`src/rtl/clock_unit_regs.svh`:
```
/*
  Register offsets, field positions, reset values and widths of the clock
  unit status and interrupt-enable bank.
  Assumes inclusion by bare name from the package and the design module.
*/
`ifndef CLOCK_UNIT_REGS_SVH
`define CLOCK_UNIT_REGS_SVH

// ----------------------------------------------------------------------
// Register indices and byte addresses (index times four).
// ----------------------------------------------------------------------
`define CU_ADDR_W          12
`define CU_STATUS_IDX      10'h037
`define CU_ENABLE_IDX      10'h038
`define CU_STATUS_ADDR     {`CU_STATUS_IDX, 2'b00}
`define CU_ENABLE_ADDR     {`CU_ENABLE_IDX, 2'b00}

// ----------------------------------------------------------------------
// Field positions, shared by both registers where they line up.
// ----------------------------------------------------------------------
`define CU_TICK_BIT        7
`define CU_POR_BIT         6
`define CU_BOR_BIT         5
`define CU_PLLCHG_BIT      4
`define CU_LOCK_BIT        3
`define CU_BADADDR_BIT     2
`define CU_XCHG_BIT        1
`define CU_QUAL_BIT        0

// ----------------------------------------------------------------------
// Reset values and divider figures.
// ----------------------------------------------------------------------
`define CU_POR_RESET       1'b1
`define CU_BOR_RESET       1'b1
`define CU_BADADDR_RESET   1'b0
`define CU_ENABLE_RESET    3'h0
`define CU_PLL_OUTPUT_DIVIDER_W       5
`define CU_RATIO_W         6
`define CU_UNLOCK_RATIO    6'h04
`define CU_BUS_RATIO       2'h2
`define CU_RESP_OKAY       2'h0
`define CU_RESP_SLVERR     2'h2

`endif

```
`src/rtl/clock_unit_pkg.sv`:
```
/*
  Types of the clock unit status bank: bus state, register select and the
  packed state record of the design module.
  Assumes the constants header is on the include path.
*/
`include "clock_unit_regs.svh"

package clock_unit_pkg;

  // ----------------------------------------------------------------------
  // Bus slave states and register select.
  // ----------------------------------------------------------------------
  typedef enum logic [1:0] {
    BUS_IDLE  = 2'b00,
    BUS_WRESP = 2'b01,
    BUS_RDATA = 2'b10
  } bus_state_t;

  typedef enum logic [1:0] {
    SEL_NONE   = 2'b00,
    SEL_STATUS = 2'b01,
    SEL_ENABLE = 2'b10
  } reg_sel_t;

  // Sticky flags that software clears by writing ones.
  typedef struct packed {
    logic tick;
    logic powerup;
    logic brownout;
    logic pll_chg;
    logic bad_addr;
    logic xtal_chg;
  } flags_t;

  // Interrupt enables.
  typedef struct packed {
    logic tick;
    logic pll;
    logic xtal;
  } enables_t;

  // Whole state of the design module.
  typedef struct packed {
    bus_state_t                     bus_st;
    logic                           aw_got;
    logic                           w_got;
    logic [`CU_ADDR_W-1:0]          waddr;
    logic [7:0]                     wdata;
    logic                           wlane;
    logic [1:0]                     bresp;
    logic [7:0]                     rdata;
    logic [1:0]                     rresp;
    flags_t                         flags;
    enables_t                       en;
    logic [2:0]                     lock_sync;
    logic                           lock_filt;
    logic                           lock_hold;
    logic                           lock;
    logic [2:0]                     qual_sync;
    logic                           qual_filt;
    logic                           qual_hold;
    logic                           qual;
    logic [`CU_RATIO_W-1:0]         pll_ratio;
    logic                           bus_from_pll;
    logic                           pll_run;
  } state_t;

endpackage

```
`src/rtl/clock_unit_status.sv`:
```
/*
  Status flags and interrupt enables of a clock, reset and power unit,
  reached over an AXI4-Lite slave port.
  Assumes: lock and oscillator-qualified levels arrive from analog logic
  outside this clock; tick, reset-cause, stop-mode and configuration-write
  strobes come from logic on aclk. aresetn is the power-on reset and
  sys_reset_n the ordinary system reset.
  Only byte lane 0 of a write acts.
*/
// The AXI4-Lite interface to the registers was left to the implementer.
`timescale 1ns/100ps

`include "clock_unit_regs.svh"

module clock_unit_status
  import clock_unit_pkg::*;
(
  // Clock and resets.
  input  wire logic                      aclk,
  input  wire logic                      aresetn,
  input  wire logic                      sys_reset_n,
  // AXI4-Lite write address and data.
  input  wire logic [`CU_ADDR_W-1:0]     s_axi_awaddr,
  input  wire logic                      s_axi_awvalid,
  output logic                           s_axi_awready,
  input  wire logic [31:0]               s_axi_wdata,
  input  wire logic [3:0]                s_axi_wstrb,
  input  wire logic                      s_axi_wvalid,
  output logic                           s_axi_wready,
  // AXI4-Lite write response.
  output logic [1:0]                     s_axi_bresp,
  output logic                           s_axi_bvalid,
  input  wire logic                      s_axi_bready,
  // AXI4-Lite read.
  input  wire logic [`CU_ADDR_W-1:0]     s_axi_araddr,
  input  wire logic                      s_axi_arvalid,
  output logic                           s_axi_arready,
  output logic [31:0]                    s_axi_rdata,
  output logic [1:0]                     s_axi_rresp,
  output logic                           s_axi_rvalid,
  input  wire logic                      s_axi_rready,
  // Event and reset-cause strobes from logic on aclk.
  input  wire logic                      periodic_tick_timeout,
  input  wire logic                      lowvolt_reset_event,
  input  wire logic                      bad_address_reset_event,
  // Mode and configuration strobes from logic on aclk.
  input  wire logic                      full_stop_entry,
  input  wire logic                      pseudo_stop_entry,
  input  wire logic                      synth_config_write,
  input  wire logic                      pll_source_select,
  input  wire logic [`CU_PLL_OUTPUT_DIVIDER_W-1:0]  pll_output_divider,
  // Asynchronous levels from the PLL and oscillator monitor.
  input  wire logic                      pll_lock_raw,
  input  wire logic                      xtal_qualified_raw,
  // Clock steering outputs.
  output logic [`CU_RATIO_W-1:0]         pll_divide_ratio,
  output logic                           bus_half_of_pll,
  output logic                           xtal_clock_enable,
  output logic                           pll_run,
  // Interrupt requests.
  output logic                           periodic_tick_irq,
  output logic                           pll_settle_irq,
  output logic                           xtal_change_irq
);

  // ----------------------------------------------------------------------
  // Decode and reset constant.
  // ----------------------------------------------------------------------

  // Word-aligned match; low address bits are ignored as usual for AXI-Lite.
  // Registers live in byte lane 0.
  function automatic reg_sel_t decode(input logic [`CU_ADDR_W-1:0] addr);
    logic [`CU_ADDR_W-1:0] word;
    word = {addr[`CU_ADDR_W-1:2], 2'b00};

    if (word == `CU_STATUS_ADDR) begin
      decode = SEL_STATUS;
    end else if (word == `CU_ENABLE_ADDR) begin
      decode = SEL_ENABLE;
    end else begin
      decode = SEL_NONE;
    end
  endfunction

  // Power-on values; the PLL run request is up from the first cycle.
  // Lock and qualified start low, the safe side.
  localparam state_t ST_RESET = '{
    bus_st:       BUS_IDLE,
    flags:        '{tick: 1'b0, powerup: `CU_POR_RESET, brownout: `CU_BOR_RESET,
                    pll_chg: 1'b0, bad_addr: `CU_BADADDR_RESET, xtal_chg: 1'b0},
    en:           `CU_ENABLE_RESET,
    pll_ratio:    `CU_UNLOCK_RATIO,
    pll_run:      1'b1,
    default:      '0
  };

  // Registered state and its next value.
  state_t st_q;
  state_t st_d;

  // ----------------------------------------------------------------------
  // Read-back views of the two registers.
  // ----------------------------------------------------------------------

  // Views feed the read data only.
  logic [7:0] status_view;
  logic [7:0] enable_view;

  // Bit layout is shared with the write path through the header positions.
  always_comb begin
    status_view                  = 8'h00;
    status_view[`CU_TICK_BIT]    = st_q.flags.tick;
    status_view[`CU_POR_BIT]     = st_q.flags.powerup;
    status_view[`CU_BOR_BIT]     = st_q.flags.brownout;
    status_view[`CU_PLLCHG_BIT]  = st_q.flags.pll_chg;
    // Live levels sit at bits 3 and 0.
    status_view[`CU_LOCK_BIT]    = st_q.lock;
    status_view[`CU_BADADDR_BIT] = st_q.flags.bad_addr;
    status_view[`CU_XCHG_BIT]    = st_q.flags.xtal_chg;
    status_view[`CU_QUAL_BIT]    = st_q.qual;

    // Enables read back as written.
    enable_view                  = 8'h00;
    enable_view[`CU_TICK_BIT]    = st_q.en.tick;
    enable_view[`CU_PLLCHG_BIT]  = st_q.en.pll;
    enable_view[`CU_XCHG_BIT]    = st_q.en.xtal;
  end

  // ----------------------------------------------------------------------
  // Next-state logic.
  // ----------------------------------------------------------------------

  // Handshake terms and write controls.
  logic       aw_take;
  logic       w_take;
  logic       ar_take;
  logic       do_write;
  reg_sel_t   wsel;
  reg_sel_t   rsel;
  // Ones written to the status word.
  logic [7:0] w1c;
  logic       qual_clear;

  // Address and data are taken in either order; a read waits for any
  // half-taken write, so one access at a time ever touches the registers.
  // This costs a cycle only when a read follows a write.
  assign s_axi_awready = (st_q.bus_st == BUS_IDLE) && !st_q.aw_got;
  assign s_axi_wready  = (st_q.bus_st == BUS_IDLE) && !st_q.w_got;
  assign s_axi_arready = (st_q.bus_st == BUS_IDLE) && !st_q.aw_got && !st_q.w_got;
  // A channel moves when valid meets ready.
  assign aw_take       = s_axi_awvalid && s_axi_awready;
  assign w_take        = s_axi_wvalid && s_axi_wready;
  assign ar_take       = s_axi_arvalid && s_axi_arready;

  always_comb begin
    st_d       = st_q;
    do_write   = 1'b0;
    wsel       = SEL_NONE;
    rsel       = decode(s_axi_araddr);
    w1c        = 8'h00;
    qual_clear = 1'b0;

    // Bus channel capture.
    if (aw_take) begin
      st_d.aw_got = 1'b1;
      st_d.waddr  = s_axi_awaddr;
    end

    // Only lane 0 and its strobe count.
    if (w_take) begin
      st_d.w_got = 1'b1;
      st_d.wdata = s_axi_wdata[7:0];
      st_d.wlane = s_axi_wstrb[0];
    end

    // Bus sequencing; the write lands the cycle after both halves are held.
    // A read answers in the next cycle.
    case (st_q.bus_st)
      BUS_IDLE: begin
        if (st_q.aw_got && st_q.w_got) begin
          // Both halves held: write now.
          do_write    = 1'b1;
          wsel        = decode(st_q.waddr);
          st_d.aw_got = 1'b0;
          st_d.w_got  = 1'b0;
          st_d.bresp  = (wsel == SEL_NONE) ? `CU_RESP_SLVERR : `CU_RESP_OKAY;
          st_d.bus_st = BUS_WRESP;
        end else if (ar_take) begin
          // Data is frozen until rready.
          st_d.rresp  = (rsel == SEL_NONE) ? `CU_RESP_SLVERR : `CU_RESP_OKAY;
          st_d.rdata  = (rsel == SEL_STATUS) ? status_view :
                        (rsel == SEL_ENABLE) ? enable_view : 8'h00;
          st_d.bus_st = BUS_RDATA;
        end
      end

      // The answer stands until bready.
      BUS_WRESP: begin
        if (s_axi_bready) begin
          st_d.bus_st = BUS_IDLE;
        end
      end

      // Data stands until rready.
      BUS_RDATA: begin
        if (s_axi_rready) begin
          st_d.bus_st = BUS_IDLE;
        end
      end

      // Unused code: back to idle.
      default: begin
        st_d.bus_st = BUS_IDLE;
      end
    endcase

    // Register writes; only byte lane 0 carries the eight register bits.
    if (do_write && st_q.wlane) begin
      if (wsel == SEL_STATUS) begin
        w1c = st_q.wdata;
      end

      // Enables change at any time.
      if (wsel == SEL_ENABLE) begin
        st_d.en.tick = st_q.wdata[`CU_TICK_BIT];
        st_d.en.pll  = st_q.wdata[`CU_PLLCHG_BIT];
        st_d.en.xtal = st_q.wdata[`CU_XCHG_BIT];
      end
    end

    // Three-stage synchronisers; a change counts once stages two and three
    // agree, which also rejects a single-cycle glitch on the analog levels.
    // Only stage one sees the raw pin.
    st_d.lock_sync = {st_q.lock_sync[1:0], pll_lock_raw};
    st_d.qual_sync = {st_q.qual_sync[1:0], xtal_qualified_raw};

    // Lock level.
    if (st_q.lock_sync[1] == st_q.lock_sync[2]) begin
      st_d.lock_filt = st_q.lock_sync[2];
    end

    // Qualified level.
    if (st_q.qual_sync[1] == st_q.qual_sync[2]) begin
      st_d.qual_filt = st_q.qual_sync[2];
    end

    // A synthesiser write forces lock low until the PLL itself drops lock,
    // so a stale high from before the retune is never reported.
    // It falls once real lock is lost.
    st_d.lock_hold = synth_config_write || (st_q.lock_hold && st_d.lock_filt);
    // Reported lock unless held.
    st_d.lock      = st_d.lock_filt && !st_d.lock_hold;

    // Qualification depends on the VCO, so losing lock loses it as well.
    // Pseudo stop keeps the oscillator up.
    qual_clear = full_stop_entry
               || synth_config_write
               || (st_q.lock && !st_d.lock && !pseudo_stop_entry);

    // Held low until the level falls.
    st_d.qual_hold = qual_clear || (st_q.qual_hold && st_d.qual_filt);
    st_d.qual      = st_d.qual_filt && !st_d.qual_hold;

    // Sticky flags: a set in the same cycle as a clear wins.
    // A lost event is worse than one extra interrupt.

    // Tick timer period end.
    st_d.flags.tick     = (st_q.flags.tick && !w1c[`CU_TICK_BIT])
                        || periodic_tick_timeout;

    // Only power-on reset sets it.
    st_d.flags.powerup  = st_q.flags.powerup && !w1c[`CU_POR_BIT];

    // Low-voltage event.
    st_d.flags.brownout = (st_q.flags.brownout && !w1c[`CU_BOR_BIT])
                        || lowvolt_reset_event;

    // Either edge of the reported lock.
    st_d.flags.pll_chg  = (st_q.flags.pll_chg && !w1c[`CU_PLLCHG_BIT])
                        || (st_d.lock != st_q.lock);

    // Illegal-address event.
    st_d.flags.bad_addr = (st_q.flags.bad_addr && !w1c[`CU_BADADDR_BIT])
                        || bad_address_reset_event;

    // Either edge of the qualified status.
    st_d.flags.xtal_chg = (st_q.flags.xtal_chg && !w1c[`CU_XCHG_BIT])
                        || (st_d.qual != st_q.qual);

    // Output clock ratio: fixed divide-by-four until lock protects the core
    // from an overshooting VCO during settling.
    // A new divider acts one cycle later.
    if (st_d.lock) begin
      st_d.pll_ratio = `CU_RATIO_W'(pll_output_divider) + `CU_RATIO_W'(1);
    end else begin
      st_d.pll_ratio = `CU_UNLOCK_RATIO;
    end

    // Steering levels, registered.
    st_d.bus_from_pll = pll_source_select;
    // Qualification needs the VCO.
    st_d.pll_run      = 1'b1;

    // A system reset restarts everything but the reset-cause flags, which
    // must survive it so software can tell why the part restarted.
    // A cut bus transfer is dropped.
    if (!sys_reset_n) begin
      st_d                = ST_RESET;
      // Old causes kept, new ones added.
      st_d.flags.powerup  = st_q.flags.powerup;
      st_d.flags.brownout = st_q.flags.brownout || lowvolt_reset_event;
      st_d.flags.bad_addr = st_q.flags.bad_addr || bad_address_reset_event;
    end
  end

  // ----------------------------------------------------------------------
  // State register; aresetn is the power-on reset.
  // ----------------------------------------------------------------------

  // Power-on sets powerup and brownout and clears bad-address.
  // One record keeps all fields in step.
  always_ff @(posedge aclk) begin
    if (!aresetn) begin
      st_q <= ST_RESET;
    end else begin
      st_q <= st_d;
    end
  end

  // ----------------------------------------------------------------------
  // Outputs.
  // ----------------------------------------------------------------------

  // Bus answers come straight from the state record.
  // Upper data bits read zero.
  assign s_axi_bvalid = (st_q.bus_st == BUS_WRESP);
  assign s_axi_bresp  = st_q.bresp;
  assign s_axi_rvalid = (st_q.bus_st == BUS_RDATA);
  assign s_axi_rdata  = {24'h000000, st_q.rdata};
  assign s_axi_rresp  = st_q.rresp;

  // Clock steering.
  // Registered, so glitch free.
  assign pll_divide_ratio  = st_q.pll_ratio;
  assign bus_half_of_pll   = st_q.bus_from_pll;
  assign xtal_clock_enable = st_q.qual;
  assign pll_run           = st_q.pll_run;

  // Level requests that fall as soon as flag or enable is cleared.
  // No separate clear is needed.
  assign periodic_tick_irq = st_q.flags.tick && st_q.en.tick;
  assign pll_settle_irq    = st_q.flags.pll_chg && st_q.en.pll;
  assign xtal_change_irq   = st_q.flags.xtal_chg && st_q.en.xtal;

endmodule

```
`config.mk`:
```
export PLATFORM = sky130hd
export DESIGN_NAME = clock_unit_status
export DESIGN_NICKNAME = d
export VERILOG_FILES = /design/src/rtl/clock_unit_pkg.sv /design/src/rtl/clock_unit_status.sv
export VERILOG_INCLUDE_DIRS = /design/src /design/src/rtl
export SDC_FILE = /design/constraint.sdc
export NUM_CORES = 1
export LEC_CHECK = 0
export BUFFER_PORTS_ARGS = -buffer_cell sky130_fd_sc_hd__buf_2
export CAP_MARGIN = 10
export CORE_ASPECT_RATIO = 0.75
export CORE_MARGIN = 2
export CORE_UTILIZATION = 45
export CTS_CLUSTER_DIAMETER = 50
export DETAILED_ROUTE_END_ITERATION = 12
export HOLD_SLACK_MARGIN = 0.08
export MAX_ROUTING_LAYER = met4
export PLACE_DENSITY = 0.77
export REMOVE_ABC_BUFFERS = 1
export SLEW_MARGIN = 0
export SYNTH_ARGS = -nofsm -noshare
export SYNTH_HDL_FRONTEND = slang
export SYNTH_SLANG_ARGS = --single-unit
```
`constraint.sdc`:
```
create_clock -name aclk -period 2.1 [get_ports aclk]
set_clock_uncertainty 0.15 [all_clocks]
set_input_delay 0 -clock aclk [delete_from_list [all_inputs] [get_ports aclk]]
set_output_delay 0 -clock aclk [all_outputs]
set_load 0.05 [all_outputs]
```
==> out/qor.txt <==
STATUS
-------------------------------------------------------------------------------------
Result of the run                                                        finished clean

MIN PATH
-------------------------------------------------------------------------------------
Cell depth of the worst hold path                                                   5
Class of the tightest hold or removal check                                    in2reg

CELLS AND AREA
-------------------------------------------------------------------------------------
Share of final-layout standard cells stronger than drive strength 1            24.88%
Most used cells in the layout excluding fill and tap cells               sky130_fd_sc_hd__buf_2, sky130_fd_sc_hd__dfxtp_1, sky130_fd_sc_hd__dlygate4sd3_1, sky130_fd_sc_hd__nand2_1, sky130_fd_sc_hd__conb_1
Filler cell count                                                                 490
Most frequent standard cell in the layout excluding fill and tap cells   sky130_fd_sc_hd__buf_2
NumNets Final                                                                     493
Post-Layout Cell Count                                                            492
Area grow syn2layout                                                           39.12%
# diodes                                                                            0
Post-layout utilization of the core                                            63.95%

TIMING
-------------------------------------------------------------------------------------
Shortest clock period the worst path allows after layout                     2.013 ns
Number of slew-limit violations in the final report                                 0
Unrepaired setup endpoints after global routing                                 false
Total of endpoints with negative setup slack in the final report                    0
Tightest slew margin relative to the limit                                     54.44%
Post-route fraction of the period consumed by the critical path                95.84%
Number of endpoints with negative hold slack in the final report                    0
Worst-Margin Slew                                                           0.6739 ns
Final WS setup                                                             0.08732 ns
Highest clock rate                                                          496.9 MHz

ROUTE
-------------------------------------------------------------------------------------
Routed WL                                                                     6632 um
Routed WL per cell                                                           13.48 um
Pre-Repair DR Iteration Count                                                       4
Via total after detailed routing                                                2,394
Number of DRC violations after detailed routing                                     0
DRC violation total after the first TritonRoute iteration                          90
Drt via density                                                                 4.866
Antenna-violating nets left                                                         0

CLOCKING
-------------------------------------------------------------------------------------
Clock insertion delay at the later pin of the skew report                     0.34 ns
Count of H-tree levels built during CTS                                             3
Root buffer cell                                                         sky130_fd_sc_hd__clkbuf_8
Clock sink total                                                                   59
Clock buffer depth                                                                  2
Clock buffers created by TritonCTS                                                  9
Clock tree from TritonCTS                                                         yes
Post-CTS Setup Inserts                                                              0
Reg clk slew, reported paths                                                  0.07 ns

FLOORPLANNING
-------------------------------------------------------------------------------------
Initial core utilization                                                       45.96%
Area of the placeable core                                                   5705 um2
Total number of placement rows                                                     24
Die ar.                                                                      6461 um2
Width of the die                                                             92.15 um
Die boundary height                                                          70.11 um
Number of placed I/O pins                                                         135

POWER
-------------------------------------------------------------------------------------
PwrDens                                                                  767.6 nW/um2
Clock network fraction of design power                                          44.7%
Switching share of total power                                                 25.12%
Relative contribution of sequential cells to total power                        41.4%
Internal power component                                                      2097 uW
Sw Pwr                                                                       703.5 uW
Worst IR drop on VDD                                                      0.0005141 V
Part of the power in combinational logic                                        13.9%
Leakage component of the power                                            0.001623 uW

PLACE
-------------------------------------------------------------------------------------
Global placer's final weighted congestion                                      0.7430
Number of buffers added on ports                                                   74
Minimum setup slack after placement                                         0.3928 ns
# placed instances                                                                421
Detail Placement HPWL                                                         4016 um

SYNTH
-------------------------------------------------------------------------------------
Area share of the largest cell type after synthesis                            45.04%
Number of synthesized flops with an enable pin                                      0
Cell Area, Synth                                                             2623 um2
Part of the Yosys area used for sequential elements                            45.04%
Ys async rst share                                                                 0%
Synthesized instance count                                                        294
Most used flip-flop cell after synthesis                                 sky130_fd_sc_hd__dfxtp_1
Number of distinct library cells after synthesis                                   46
Number of storage elements in the synthesis netlist                                59
Total number of yosys warnings                                                      0
Area leader, netlist                                                     sky130_fd_sc_hd__dfxtp_1
Mean cell area of the mapped netlist                                        8.920 um2
Cell types with the largest area share after synthesis                   sky130_fd_sc_hd__dfxtp_1, sky130_fd_sc_hd__buf_4, sky130_fd_sc_hd__nand2_1, sky130_fd_sc_hd__a21oi_1, sky130_fd_sc_hd__nor2_1

WORST SETUP PATH
-------------------------------------------------------------------------------------
Critical Path RT                                                              2.23 ns
Maximum fanout along the worst path                                                 4
Critical Path Slowest Stage Cell                                         sky130_fd_sc_hd__dlygate4sd3_1
Max stage delay on crit path                                                  0.58 ns
Cell Chain, Critical Path                                                maj3_1 -> nand2_1 -> ha_1 -> nand2b_1 -> a31oi_1 -> dlygate4sd3_1
Critical path launch point type                                             flip-flop
Element type at the critical path end                                       flip-flop
Worst Reg-to-Reg Cells                                                              6
Type of the worst setup path                                                  reg2reg
Data arrival time of the worst path                                           2.14 ns

GLOBAL ROUTING
-------------------------------------------------------------------------------------
First-pass GRT wire length                                                  10,700 um
Antenna violations before repair                                                    0
Via count of the first global-routing pass                                      2,350
Overall overflow remaining after global route                                       0
Maximum number of pins on one net before global-route repair                       29
Overall routing resource usage                                                 22.05%

FLOW RUN
-------------------------------------------------------------------------------------
Max cap viols                                                                       0

cell families (layout without fill, tap and decap cells):
family          Yosys count  in the layout  share of synthesized area [%]
other cells               2             27                         0.2864
buf+inv                  59            154                          15.03
xor+xnor                  4              4                          1.336
compound gates           45             45                          9.971
simple gates            116            116                          24.71
mux                       5              5                          1.908
fa+ha+maj                 4              4                          1.717
flops                    59             59                          45.04
state kept, by name, indices dropped and copies added (netlist names):
signal             flops
xtal_clock_enable      1
st_q                  38
s_axi_rresp            1
enable_view            3
pll_divide_ratio       6
bus_half_of_pll        1
s_axi_bresp            1
s_axi_rdata            8
power by group through the flow:
stage	Sequential, uW	Combinational, uW	Clock [uW]
floorplan	1190	216	0
global placement	1180	305	0
detailed placement	1180	310	0
CTS	1160	380	1280
global route	1160	417	1330
finish	1160	388	1250
per-layer routing:
| layer | part of all wire (%) | routed length, um | vias up | track usage (%) |
|---|---|---|---|---|
| li1 | - | - | 1168 | - |
| met1 | 42 | 2785 | 1102 | 24.44 |
| met2 | 48 | 3204 | 101 | 36.52 |
| met3 | 6.8 | 449 | 23 | 7.012 |
| met4 | 2.9 | 192 | 0 | 9.950 |
| met5 | 0 | 0 | - | - |
metrics by stage:
step / power, uW / TNS (ns) / instance area, um2 / hold WS [ns]
6_report: 2801 / 0 / 3649 / 0.06585
5_1_grt: 2907 / 0 / 3649 / 0.09993
4_1_cts: 2817 / 0 / 3647 / 0.03655
3_5_place_dp: 1493 / 0 / 2845 / 0.03996
3_3_place_gp: 1487 / 0 / 2845 / 0.03711
2_1_floorplan: 1401 / -0.8156 / 2341 / -0.08806
Yosys cell counts (2+ instances only):
cell type,count
sky130_fd_sc_hd__dfxtp_1,59
sky130_fd_sc_hd__buf_4,45
sky130_fd_sc_hd__nand2_1,33
sky130_fd_sc_hd__a21oi_1,23
sky130_fd_sc_hd__nor2_1,23
sky130_fd_sc_hd__nor3_1,8
sky130_fd_sc_hd__o21ai_1,8
sky130_fd_sc_hd__and3_1,7
sky130_fd_sc_hd__nand3_1,7
sky130_fd_sc_hd__a22o_1,5
sky130_fd_sc_hd__and2_1,5
sky130_fd_sc_hd__clkbuf_1,5
sky130_fd_sc_hd__mux2i_1,5
sky130_fd_sc_hd__inv_1,4
sky130_fd_sc_hd__nand4_1,4
sky130_fd_sc_hd__nor2b_1,4
sky130_fd_sc_hd__a22oi_1,3
sky130_fd_sc_hd__a31oi_1,3
sky130_fd_sc_hd__buf_2,3
sky130_fd_sc_hd__or3_1,3
sky130_fd_sc_hd__xor2_1,3
sky130_fd_sc_hd__and4b_1,2
sky130_fd_sc_hd__conb_1,2
sky130_fd_sc_hd__ha_1,2
sky130_fd_sc_hd__maj3_1,2
sky130_fd_sc_hd__nand2b_1,2
sky130_fd_sc_hd__nand3b_1,2
sky130_fd_sc_hd__nor4_1,2
sky130_fd_sc_hd__nor4b_1,2
sky130_fd_sc_hd__nor4b_2,2
critical path, delay by kind of cell (launching register included):
family | cells | cell delay (ns)
flops | 1 | 0.30
buf+inv | 1 | 0.58
compound gates | 1 | 0.18
fa+ha+maj | 2 | 0.56
simple gates | 2 | 0.18
repair_timing:
| action | CTS | global route |
|---|---|---|
| gates resized for setup | 0 | 2 |
| endpoints found under the setup margin | 0 | 4 |
| hold buffers | 56 | 0 |
| endpoints found under the hold margin | 50 | 0 |
worst paths after layout:
kind / from / end / slack [ns]
setup / recovery: st_q[16]$_SDFF_PN0_ / st_q[9]$_SDFF_PN0_ / 0.09
hold / removal: s_axi_araddr[2] / s_axi_rdata[1]$_SDFFE_PN0P_ / 0.07
setup reg to reg: st_q[16]$_SDFF_PN0_ / st_q[9]$_SDFF_PN0_ / 0.09
hold reg to reg: st_q[17]$_SDFF_PN0_ / st_q[18]$_SDFF_PN0_ / 0.31
cell type report:
cell class / instances / area, um2 / area share [%]
clock buffers: 11 / 141.4 / 3.875
multi-input cells: 201 / 1159 / 31.76
inverters: 5 / 18.77 / 0.5144
flip-flops and latches: 59 / 1181 / 32.37
clock inverters: 5 / 100.1 / 2.743
repair buffers: 133 / 950.9 / 26.06
well taps: 78 / 97.59 / 2.675
Note: power is estimated with default switching activity, not from simulation.
